[config.mk]
export PLATFORM = sky130hd
export DESIGN_NAME = supply_voltage_monitor_ctrl
export DESIGN_NICKNAME = d
export VERILOG_FILES = /design/src/common/svm_pkg.sv /design/src/core/supply_voltage_monitor_ctrl.sv
export SDC_FILE = /design/constraint.sdc
export NUM_CORES = 1
export LEC_CHECK = 0
export BUFFER_PORTS_ARGS = -buffer_cell sky130_fd_sc_hd__buf_2
export CAP_MARGIN = 15
export CELL_PAD_IN_SITES_DETAIL_PLACEMENT = 0
export CELL_PAD_IN_SITES_GLOBAL_PLACEMENT = 1
export CORE_MARGIN = 8
export CORE_UTILIZATION = 25
export CTS_CLUSTER_SIZE = 14
export DETAILED_ROUTE_END_ITERATION = 10
export PLACE_DENSITY_LB_ADDON = 0.3
export SLEW_MARGIN = 5
export SYNTH_ARGS = -nofsm -noshare
export SYNTH_HDL_FRONTEND = slang
export SYNTH_SLANG_ARGS = --single-unit
[constraint.sdc]
create_clock -name clk_i -period 4.55 [get_ports clk_i]
set_clock_uncertainty 0.15 [all_clocks]
set_input_delay 0.455 -clock clk_i [delete_from_list [all_inputs] [get_ports clk_i]]
set_output_delay 0.455 -clock clk_i [all_outputs]
set_load 0.005 [all_outputs]
[src/common/svm_pkg.sv]
// package for the two-channel supply-voltage monitor control block
// assumes a 32-bit apb register bus and one 20 mhz gear clock
package svm_pkg;

  // ***********************************************************
  // channel count, bus widths and clock
  // ***********************************************************
  localparam int          NUM_CH        = 2;
  localparam int          ADDR_W        = 12;
  localparam int          DATA_W        = 32;
  localparam int          LVL_W         = 2;
  localparam int          CLK_PERIOD_NS = 50;

  // ***********************************************************
  // register byte offsets
  // ***********************************************************
  localparam logic [11:0] ADDR_LEVEL_FLAGS = 12'h000;
  localparam logic [11:0] ADDR_CONTROL     = 12'h004;

  // ***********************************************************
  // level and flags register layout, one nibble per channel
  // ***********************************************************
  localparam int          LF_STRIDE  = 4;
  localparam int          LF_LVL_OFS = 0;
  localparam int          LF_SF_OFS  = 2;
  localparam int          LF_F_OFS   = 3;
  localparam int          LF_WIDTH   = 8;

  // ***********************************************************
  // control register layout, two bits per channel plus spare pair
  // ***********************************************************
  localparam int          CT_STRIDE    = 2;
  localparam int          CT_EN_OFS    = 0;
  localparam int          CT_ACT_OFS   = 1;
  localparam int          CT_SPARE_LSB = 4;
  localparam int          CT_SPARE_W   = 2;
  localparam int          CT_WIDTH     = 8;

  // ***********************************************************
  // reset values
  // ***********************************************************
  localparam logic [1:0]  LVL_RESET_CH1   = 2'h0;
  localparam logic [1:0]  LVL_RESET_CH2   = 2'h2;
  localparam logic [1:0]  SPARE_RESET     = 2'h0;
  localparam logic        ACT_IRQ         = 1'h0;
  localparam logic        ACT_RESET       = 1'h1;

  // ***********************************************************
  // software settle time after enabling a channel
  // ***********************************************************
  localparam int          SETTLE_TIME_NS  = 5000;
  localparam int          SETTLE_CYCLES   = (SETTLE_TIME_NS + CLK_PERIOD_NS - 1) / CLK_PERIOD_NS;

  // per channel configuration: action and enable held in the control register, level in the level and flags register
  typedef struct packed {
    logic             act;
    logic             en;
    logic [LVL_W-1:0] lvl;
  } chan_ctl_t;

  // power mode tracking states
  typedef enum logic [2:0] {
    ST_RUN     = 3'h1,
    ST_HOLD    = 3'h2,
    ST_RELEASE = 3'h4
  } pm_state_t;

endpackage : svm_pkg

[src/core/supply_voltage_monitor_ctrl.sv]
// control logic of a two-channel supply-voltage monitor with apb registers
// assumes rst_i is the power-on or external reset, comparators are asynchronous,
// and the low-power mode inputs are synchronous to clk_i
//
// Notes on behaviour
// action bit picks interrupt or reset
// enabled interrupt action raises irq on undervolt
// crossings both ways raise irq, unfiltered
// low-power undervolt irq waits for mode exit
// reset request held while supply below threshold
// only power-on/external reset initialises registers
// latched flag sets, survives supply recovery
// latched flag cleared only by writing 0
// live status follows comparator, no memory
// low-power flag updates wait for mode exit
// live status leads latched flag by <=2 cycles
// two independent channels with own fields
// software interrupt setup sequence with 5 us wait
// software masks irq before disabling channel
// software clears flag before choosing reset action
// retained enable re-asserts reset immediately
// software disable sequence for reset action
// detection beats simultaneous software clear
// enabling while below raises request at once
// comparators pass two-flop synchroniser first
`timescale 1ns/1ps

module supply_voltage_monitor_ctrl #(
  parameter int NUM_CH = svm_pkg::NUM_CH
) (
  input  wire logic                      clk_i,
  input  wire logic                      rst_i,
  input  wire logic                      psel_i,
  input  wire logic                      penable_i,
  input  wire logic                      pwrite_i,
  input  wire logic [svm_pkg::ADDR_W-1:0] paddr_i,
  input  wire logic [svm_pkg::DATA_W-1:0] pwdata_i,
  input  wire logic [3:0]                pstrb_i,
  output logic                           pready_o,
  output logic [svm_pkg::DATA_W-1:0]     prdata_o,
  output logic                           pslverr_o,
  input  wire logic [NUM_CH-1:0]         comp_below_i,
  input  wire logic                      deep_halt_i,
  input  wire logic                      idle_zero_mode_i,
  input  wire logic                      sleep_zero_mode_i,
  output logic [NUM_CH-1:0]              comp_enable_o,
  output logic [NUM_CH*svm_pkg::LVL_W-1:0] threshold_sel_o,
  output logic                           undervolt_irq_o,
  output logic                           vd_reset_req_o
);

  // ***********************************************************
  // declarations
  // ***********************************************************
  svm_pkg::chan_ctl_t                 ctl_r [NUM_CH];
  logic [svm_pkg::CT_SPARE_W-1:0]     spare_r;
  logic [NUM_CH-1:0]                  sync1_r;
  logic [NUM_CH-1:0]                  below_r;
  logic [NUM_CH-1:0]                  below_prev_r;
  logic [NUM_CH-1:0]                  irq_cond_prev_r;
  logic [NUM_CH-1:0]                  latched_r;
  logic [NUM_CH-1:0]                  status_r;
  logic [NUM_CH-1:0]                  pending_r;
  logic                               pready_r;
  logic [svm_pkg::DATA_W-1:0]         prdata_r;
  logic                               pslverr_r;
  logic                               irq_r;
  logic                               reset_req_r;
  svm_pkg::pm_state_t                 state_r;
  svm_pkg::pm_state_t                 state_nxt;
  logic                               low_power;
  logic                               access;
  logic                               wr_level;
  logic                               wr_ctrl;
  logic [NUM_CH-1:0]                  en_vec;
  logic [NUM_CH-1:0]                  act_vec;
  logic [NUM_CH-1:0]                  detect;
  logic [NUM_CH-1:0]                  irq_cond;
  logic [NUM_CH-1:0]                  irq_edge;
  logic [svm_pkg::LF_WIDTH-1:0]       level_rd;
  logic [svm_pkg::CT_WIDTH-1:0]       ctrl_rd;

  // ***********************************************************
  // address decode helper
  // ***********************************************************
  // true when the bus address hits the given register word
  function automatic logic addr_hit(input logic [svm_pkg::ADDR_W-1:0] addr,
                                    input logic [svm_pkg::ADDR_W-1:0] reg_addr);
    addr_hit = (addr == reg_addr);
  endfunction : addr_hit

  // ***********************************************************
  // comparator synchroniser
  // ***********************************************************
  // two flop synchroniser
  always_ff @(posedge clk_i)
  begin
    if (rst_i)
    begin
      sync1_r <= '0;
      below_r <= '0;
    end
    else
    begin
      sync1_r <= comp_below_i;
      below_r <= sync1_r;
    end
  end

  // ***********************************************************
  // apb slave
  // ***********************************************************
  // access phase is the cycle in which pready is high
  assign access   = psel_i & penable_i & pready_r;
  assign wr_level = access & pwrite_i & pstrb_i[0] & addr_hit(paddr_i, svm_pkg::ADDR_LEVEL_FLAGS);
  assign wr_ctrl  = access & pwrite_i & pstrb_i[0] & addr_hit(paddr_i, svm_pkg::ADDR_CONTROL);

  // read images of both registers, unused bits read zero
  always_comb
  begin
    level_rd = '0;
    ctrl_rd  = '0;
    for (int c = 0; c < NUM_CH; c++)
    begin
      level_rd[c*svm_pkg::LF_STRIDE+svm_pkg::LF_LVL_OFS +: svm_pkg::LVL_W] = ctl_r[c].lvl;
      level_rd[c*svm_pkg::LF_STRIDE+svm_pkg::LF_SF_OFS]                    = status_r[c];
      level_rd[c*svm_pkg::LF_STRIDE+svm_pkg::LF_F_OFS]                     = latched_r[c];
      ctrl_rd[c*svm_pkg::CT_STRIDE+svm_pkg::CT_EN_OFS]                     = ctl_r[c].en;
      ctrl_rd[c*svm_pkg::CT_STRIDE+svm_pkg::CT_ACT_OFS]                    = ctl_r[c].act;
    end
    ctrl_rd[svm_pkg::CT_SPARE_LSB +: svm_pkg::CT_SPARE_W] = spare_r;
  end

  // one wait-free answer: pready rises in the access phase after setup
  always_ff @(posedge clk_i)
  begin
    if (rst_i)
    begin
      pready_r  <= 1'b0;
      prdata_r  <= '0;
      pslverr_r <= 1'b0;
    end
    else if (psel_i && !penable_i && !pready_r)
    begin
      pready_r  <= 1'b1;
      pslverr_r <= ~(addr_hit(paddr_i, svm_pkg::ADDR_LEVEL_FLAGS) |
                     addr_hit(paddr_i, svm_pkg::ADDR_CONTROL));
      if (addr_hit(paddr_i, svm_pkg::ADDR_LEVEL_FLAGS))
        prdata_r <= {{(svm_pkg::DATA_W-svm_pkg::LF_WIDTH){1'b0}}, level_rd};
      else if (addr_hit(paddr_i, svm_pkg::ADDR_CONTROL))
        prdata_r <= {{(svm_pkg::DATA_W-svm_pkg::CT_WIDTH){1'b0}}, ctrl_rd};
      else
        prdata_r <= '0;
    end
    else
    begin
      pready_r  <= 1'b0;
      pslverr_r <= 1'b0;
    end
  end

  // ***********************************************************
  // configuration registers
  // ***********************************************************
  // initialised by block reset only
  // per channel fields
  always_ff @(posedge clk_i)
  begin
    if (rst_i)
    begin
      for (int c = 0; c < NUM_CH; c++)
      begin
        ctl_r[c].act <= svm_pkg::ACT_IRQ;
        ctl_r[c].en  <= 1'b0;
        ctl_r[c].lvl <= (c == 1) ? svm_pkg::LVL_RESET_CH2 : svm_pkg::LVL_RESET_CH1;
      end
      spare_r <= svm_pkg::SPARE_RESET;
    end
    else
    begin
      for (int c = 0; c < NUM_CH; c++)
      begin
        if (wr_level)
          ctl_r[c].lvl <= pwdata_i[c*svm_pkg::LF_STRIDE+svm_pkg::LF_LVL_OFS +: svm_pkg::LVL_W];
        if (wr_ctrl)
        begin
          ctl_r[c].en  <= pwdata_i[c*svm_pkg::CT_STRIDE+svm_pkg::CT_EN_OFS];
          ctl_r[c].act <= pwdata_i[c*svm_pkg::CT_STRIDE+svm_pkg::CT_ACT_OFS];
        end
      end
      if (wr_ctrl)
        spare_r <= pwdata_i[svm_pkg::CT_SPARE_LSB +: svm_pkg::CT_SPARE_W];
    end
  end

  // ***********************************************************
  // detection terms
  // ***********************************************************
  // action select splits irq and reset
  always_comb
  begin
    for (int c = 0; c < NUM_CH; c++)
    begin
      en_vec[c]  = ctl_r[c].en;
      act_vec[c] = ctl_r[c].act;
    end
  end

  assign detect   = below_r & en_vec;
  assign irq_cond = detect & ~act_vec;

  // both crossings in interrupt action
  // enabling while below counts as edge
  assign irq_edge = (irq_cond & ~irq_cond_prev_r) |
                    (en_vec & ~act_vec & ~below_r & below_prev_r);

  // ***********************************************************
  // low-power mode tracking
  // ***********************************************************
  assign low_power = deep_halt_i | idle_zero_mode_i | sleep_zero_mode_i;

  // next state: hold while in a deep mode, one release cycle on exit
  always_comb
  begin
    case (state_r)
      svm_pkg::ST_RUN:     state_nxt = low_power ? svm_pkg::ST_HOLD : svm_pkg::ST_RUN;
      svm_pkg::ST_HOLD:    state_nxt = low_power ? svm_pkg::ST_HOLD : svm_pkg::ST_RELEASE;
      svm_pkg::ST_RELEASE: state_nxt = low_power ? svm_pkg::ST_HOLD : svm_pkg::ST_RUN;
      default:             state_nxt = svm_pkg::ST_RUN;
    endcase
  end

  // state register
  always_ff @(posedge clk_i)
  begin
    if (rst_i)
      state_r <= svm_pkg::ST_RUN;
    else
      state_r <= state_nxt;
  end

  // ***********************************************************
  // flags and pending detections
  // ***********************************************************
  // deferred while in deep modes
  always_ff @(posedge clk_i)
  begin
    if (rst_i)
      pending_r <= '0;
    else if (state_r == svm_pkg::ST_HOLD)
      pending_r <= pending_r | detect;
    else
      pending_r <= '0;
  end

  // live status tracks comparator
  // status and flag update together
  always_ff @(posedge clk_i)
  begin
    if (rst_i)
      status_r <= '0;
    else if (state_r != svm_pkg::ST_HOLD)
      status_r <= detect;
  end

  // sticky undervolt flag
  // cleared only by writing zero
  // detection wins over clear
  always_ff @(posedge clk_i)
  begin
    if (rst_i)
      latched_r <= '0;
    else
    begin
      for (int c = 0; c < NUM_CH; c++)
      begin
        if (state_r == svm_pkg::ST_RUN && detect[c])
          latched_r[c] <= 1'b1;
        else if (state_r == svm_pkg::ST_RELEASE && (detect[c] || pending_r[c]))
          latched_r[c] <= 1'b1;
        else if (wr_level && !pwdata_i[c*svm_pkg::LF_STRIDE+svm_pkg::LF_F_OFS])
          latched_r[c] <= 1'b0;
      end
    end
  end

  // ***********************************************************
  // interrupt request
  // ***********************************************************
  // edge history only advances outside deep modes
  always_ff @(posedge clk_i)
  begin
    if (rst_i)
    begin
      below_prev_r    <= '0;
      irq_cond_prev_r <= '0;
    end
    else if (state_r != svm_pkg::ST_HOLD)
    begin
      below_prev_r    <= below_r;
      irq_cond_prev_r <= irq_cond;
    end
  end

  // irq pulse on undervolt
  // deferred irq after mode exit
  always_ff @(posedge clk_i)
  begin
    if (rst_i)
      irq_r <= 1'b0;
    else if (state_r == svm_pkg::ST_RUN)
      irq_r <= |irq_edge;
    else if (state_r == svm_pkg::ST_RELEASE)
      irq_r <= |(irq_edge | (pending_r & en_vec & ~act_vec));
    else
      irq_r <= 1'b0;
  end

  // ***********************************************************
  // voltage detection reset request
  // ***********************************************************
  // held while supply below
  // retained enable re-asserts at once
  always_ff @(posedge clk_i)
  begin
    if (rst_i)
      reset_req_r <= 1'b0;
    else
      reset_req_r <= |(detect & act_vec);
  end

  // ***********************************************************
  // outputs
  // ***********************************************************
  assign pready_o        = pready_r;
  assign prdata_o        = prdata_r;
  assign pslverr_o       = pslverr_r;
  assign undervolt_irq_o = irq_r;
  assign vd_reset_req_o  = reset_req_r;

  // analogue side controls taken from the configuration flops
  always_comb
  begin
    for (int c = 0; c < NUM_CH; c++)
    begin
      comp_enable_o[c]                                   = ctl_r[c].en;
      threshold_sel_o[c*svm_pkg::LVL_W +: svm_pkg::LVL_W] = ctl_r[c].lvl;
    end
  end

endmodule : supply_voltage_monitor_ctrl

**Word-level counts from Yosys, hierarchy flattened**

Memory sizes are Yosys's and may differ from the RTL's.
Index checks and enable logic that the tools add are counted.

- Logic and storage cells: 105
- Memories kept: 1
- Latch bits: 0
- ROM bits: 0
- Bits in registers: 55
- Output and inout port bits: 42
- Bits of input ports: 58
- RAM bits: 8

Memory list:

| name | words | bits a word | read ports | clocked after memory_dff | write ports | line | text |
|---|---|---|---|---|---|---|---|
| ctl_r | 2 | 4 | 2 | 0 | 2 | supply_voltage_monitor_ctrl.sv:55 | `svm_pkg::chan_ctl_t ctl_r [NUM_CH];` |

- Magnitude comparators: 0
- Add/subtract/negate cells: 0
- Eq/ne operators: 5
- Multiply operators: 0
- Shift-type cells: 0
- Bitwise operators: 33
- Multiplexer cells: 28
- Divide/modulo/power cells: 0
- Reduce and logical (&&, ||, !) cells: 23

Operator list:

| operator | number |
|---|---|
| two-way mux 1 bit | 21 |
| AND 2 bit | 9 |
| == test 12 x 3 -> 1 bit (second input constant) | 1 |
| logical NOT 12 bit | 1 |
| OR reduction 2 bit | 6 |
| bitwise OR 1 bit | 9 |
| logical AND 1 bit | 8 |
| two-way mux 8 bit | 1 |
| AND 1 bit | 6 |
| two-way mux 2 bit | 3 |
| two-way mux 6 bit | 1 |
| inverter 2 bit | 3 |
| bitwise OR 2 bit | 3 |
| one-hot mux 3 bit (2 select lines) | 1 |
| nonzero test 3 bit | 2 |
| logical NOT 1 bit | 4 |
| == test 3 x 1 -> 1 bit (second input constant) | 1 |
| == test 3 x 2 -> 1 bit (second input constant) | 1 |
| == test 3 bit (second input constant) | 1 |
| two-way mux 3 bit | 1 |
| != test 3 x 2 -> 1 bit (second input constant) | 1 |
| inverter 1 bit | 3 |
| logical OR 1 bit | 2 |

**Depth between registers and ports, before layout**

An unclocked memory read counts as a cell.

- Word-level depth: 10
- Depth in mapped cells: 6
- Depth with buffers taken out: 4

**Worst setup path after synthesis**

Ideal clock, no wire load.

- Path kind: input to register
- From: input paddr_i[9] (netlist bit)
- To: memory ctl_r[0][2] (netlist bit) (enable)
- Data arrival time: 1.265 ns
- Path buffers: 0
- Slack: 2.825 ns
- Required time: 4.090 ns
- Library setup time: 0.310 ns
- Stages: 4
- Path through: nor4_4 > and4_1 > nand2_1 > nand2b_1

RTL lines:

| element | line | text |
|---|---|---|
| start: declaration | supply_voltage_monitor_ctrl.sv:36 | `input wire logic [svm_pkg::ADDR_W-1:0] paddr_i,` |
| end: declaration | supply_voltage_monitor_ctrl.sv:55 |  |

==> impl_summary.txt <==
----------------------------------------------------
[STA]
  Normalized max-slew margin ... 0.4675
  Setup TNS after final layout ... 0 ns
  Min Clock Period, post-route ... 2.043 ns
  Max Fclk ... about 500 MHz
  Count of endpoints failing setup in the final report ... 0
  Slew at the pin with the worst max-slew slack ... roughly 0.80 ns
  Hold violation total from the final report ... 0
  Share of the clock period used by the worst path after layout ... 0.4490
  Final worst slack ... approximately 2.5 ns
  Unrepaired setup endpoints after global routing ... false
  Count of pins over their slew limit ... 0
  Min Hold Slack ... about 0.19 ns

[Place]
  Port-buffer cells ... 47
  Gpl congestion ... about 0.73
  Total half-perimeter wirelength after legalization and detailed placement ... between 3000 and 4000 um
  Minimum setup slack after placement ... ~2.2 ns

[Setup path]
  WP data required ... around 4.6 ns
  Critical path peak fanout ... 11
  Worst setup path start ... paddr_i[9]
  Startpoint class of the critical path ... primary input
  R2r startpoint ... state_r[1]$_SDFF_PP0_
  Reg-to-reg setup timing slack ... about 2.5 ns
  Crit path DAT ... 2.07 ns
  Endpoint of the most critical setup path ... ctl_r[1][1]$_SDFFE_PP1P_
  Path depth of the worst reg2reg path ... 4
  Path type of the worst setup path ... in2reg
  Maximum single-stage delay on the critical path ... 0.57 ns
  CP max-delay cell ... sky130_fd_sc_hd__or4_1
  Worst reg2reg endpoint ... state_r[2]$_SDFF_PP0_
  Worst path cell trace ... buf_2 -> nor4_4 -> nand4_1 -> or4_1 -> o31a_1
  Nature of the critical path endpoint ... register

[Logic synthesis]
  Number of distinct library cells after synthesis ... 35
  Biggest area consumer among synthesized cells ... sky130_fd_sc_hd__dfxtp_1
  Fraction of synthesized cell area taken by the top area cell type ... 0.3585
  Top post-synthesis cells by area ... sky130_fd_sc_hd__dfxtp_1 (36%), sky130_fd_sc_hd__buf_4 (12%), sky130_fd_sc_hd__edfxtp_1 (9.8%)
  Avg Synthesized Cell Area ... 9.355 um2
  Post-synthesis sequential element count ... 39
  Most frequent cell after synthesis ... sky130_fd_sc_hd__dfxtp_1
  EDFF count, synth ... 6
  Sequential fraction of the synthesis area ... 0.4562
  Ys async rst share ... 0
  Synthesized cell area ... 1843 um2
  Post-synth top flop ... sky130_fd_sc_hd__dfxtp_1
  Cell count after synthesis ... ~200
  Total of warnings raised by yosys ... 0
  Synth cell count leaders ... sky130_fd_sc_hd__dfxtp_1 (33), sky130_fd_sc_hd__buf_4 (30), sky130_fd_sc_hd__nor2_1 (16), sky130_fd_sc_hd__a21oi_1 (13), sky130_fd_sc_hd__o21ai_0 (13)

[Detailed routing]
  Vias after detailed routing ... around 1.4k
  Initial detailed-routing violation count ... a little under 90
  Number of detailed-routing iterations run before antenna repair ... 3
  Average vias per placed instance ... 4.080
  Number of nets with antenna violations after routing ... 0
  Remaining routing DRC violations ... 0
  Drt total wl ... roughly 4300 um
  Routed length per placed instance ... approximately 13 um

[Floorplanning]
  Initial Utilization ... 0.2555
  Vertical extent of the die ... around 100 um
  Core Box Area ... about 7000 um2
  Site row count ... 31
  I/O pin cnt ... 100
  Area of the die ... approximately 10,000 um2
  X dimension of the die ... between 100 and 150 um

[GRT]
  Initial antenna violation count ... 0
  Vias in the first global route ... 1,479
  Pin count of the biggest net entering global routing ... 31
  Total gr overflow ... 0
  Global-route wire length before repair ... 7017 um
  Global-route usage over all layers ... 0.08623

[Run]
  Max-cap violation count ... 0

[Clock network]
  Number of buffers added for setup after CTS ... 0
  Clock buffers created by TritonCTS ... 5
  Number of buffers inserted by hold repair at cts ... 0
  Clock buffer depth ... 2
  Clock transition at the register clock pins on the worst setup and hold paths after CTS ... 0.07 ns
  CTS resizes ... 0
  Root buffer cell ... sky130_fd_sc_hd__clkbuf_8
  Maximum level of the CTS H-tree ... 2
  Clock net sink count ... 39
  Clock latency on the worst-skew pair ... 0.28 ns
  Clock tree from TritonCTS ... built

[Power]
  Final Total Pwr ... 749.3 uW
  VDD IR max ... about 0.15 mV
  Total power per unit cell area ... ~350 nW/um2
  Leakage power ... roughly 0.91 nW

[Layout]
  Final core utilization ... 0.3000
  Net count of the finished layout ... around 300
  Relative area change from synthesis to final layout ... 17.45%
  Final antenna diode count ... 0
  Ratio of cells with drive above 1 in the final layout ... 0.2521

[Hold path]
  Worst min-delay path category ... in2reg

[Outcome]
  Status ... finished, final reports clean

----------------------------------------------------
-- how the worst min path moves through the flow --
stage / to / cells after the start / slack, ns / start
6_report: state_r[2]$_SDFF_PP0_ / 2 / 0.19 / sleep_zero_mode_i
5_1_grt: state_r[2]$_SDFF_PP0_ / 2 / 0.18 / sleep_zero_mode_i
4_1_cts: state_r[2]$_SDFF_PP0_ / 2 / 0.18 / idle_zero_mode_i
3_5_place_dp: below_r[0]$_SDFF_PP0_ / 1 / 0.27 / sync1_r[0]$_SDFF_PP0_
3_3_place_gp: below_r[1]$_SDFF_PP0_ / 1 / 0.27 / sync1_r[1]$_SDFF_PP0_
2_1_floorplan: below_r[0]$_SDFF_PP0_ / 1 / 0.26 / sync1_r[0]$_SDFF_PP0_
-- placed cells by master (no fill, tap or decap), types with 2 or more instances in the layout --
| master | n |
|---|---|
| sky130_fd_sc_hd__edfxtp_1 | 6 |
| sky130_fd_sc_hd__clkbuf_8 | 5 |
| sky130_fd_sc_hd__a22o_1 | 3 |
| sky130_fd_sc_hd__nor4b_1 | 2 |
| sky130_fd_sc_hd__nor3b_1 | 3 |
| sky130_fd_sc_hd__dfxtp_1 | 33 |
| sky130_fd_sc_hd__nor2b_1 | 11 |
| sky130_fd_sc_hd__nor4_4 | 2 |
| sky130_fd_sc_hd__nand2_1 | 11 |
| sky130_fd_sc_hd__mux2i_1 | 8 |
| sky130_fd_sc_hd__nand2b_1 | 5 |
| sky130_fd_sc_hd__conb_1 | 24 |
| sky130_fd_sc_hd__buf_2 | 47 |
| sky130_fd_sc_hd__nor3_1 | 7 |
| sky130_fd_sc_hd__o32a_1 | 2 |
| sky130_fd_sc_hd__nand4_1 | 2 |
| sky130_fd_sc_hd__o31ai_1 | 2 |
| sky130_fd_sc_hd__nand3_1 | 7 |
| sky130_fd_sc_hd__nor2_1 | 16 |
| sky130_fd_sc_hd__o21ai_0 | 13 |
| sky130_fd_sc_hd__a21oi_1 | 13 |
-- logic make-up after synthesis --
kind of cell,after synthesis,share of synthesized area
simple gates,74,0.2383
compound gates,35,0.1127
other cells,1,0.002035
buf+inv,39,0.1426
mux,8,0.04345
xor+xnor,1,0.004753
flops,39,0.4562
-- per-layer routing --
layer / track usage / part of all wire / up-vias
met5: 0 / 0 / -
met3: 0.03338 / 0.077 / 2
li1: - / - / 716
met4: 0.03047 / 0.0094 / 0
met2: 0.1343 / 0.44 / 40
met1: 0.1057 / 0.47 / 617
-- critical path: cells and delay by family --
kind	cells	cell delay, ns
AOI/OAI and AO/OA	1	0.11
and+or+nand+nor	3	1.39
buffers and inverters	1	0.11
-- state kept, by name, indices dropped and copies added (netlist names) --
register	cells
below_prev_r	2
below_r	2
ctl_r	8
irq_cond_prev_r	2
latched_r	2
pending_r	2
prdata_o	8
pready_o	1
pslverr_o	1
spare_r	2
state_r	3
status_r	2
sync1_r	2
undervolt_irq_o	1
vd_reset_req_o	1
-- final cells by class --
class	count	area, um2
fill	827	5050
inverter	1	3.754
tap	99	123.9
clock inverter	1	30.03
timing repair buffer	48	242.7
multi-input combinational	142	825.8
sequential	39	840.8
clock buffer	7	97.59
-- where the power goes --
group / internal [mW] / leakage [nW] / switching (mW)
Sequential: 0.359 / 0.330 / 0.0108
Combinational: 0.0277 / 0.514 / 0.0365
Clock: 0.197 / 0.0636 / 0.118
Total: 0.584 / 0.908 / 0.166
-- per-stage QoR --
step	instances	area, um2
2_1_floorplan	220	1929
3_3_place_gp	329	2037
3_5_place_dp	329	2037
4_1_cts	337	2165
5_1_grt	337	2165
6_report	337	2165
(Power assumes the default switching activity.)
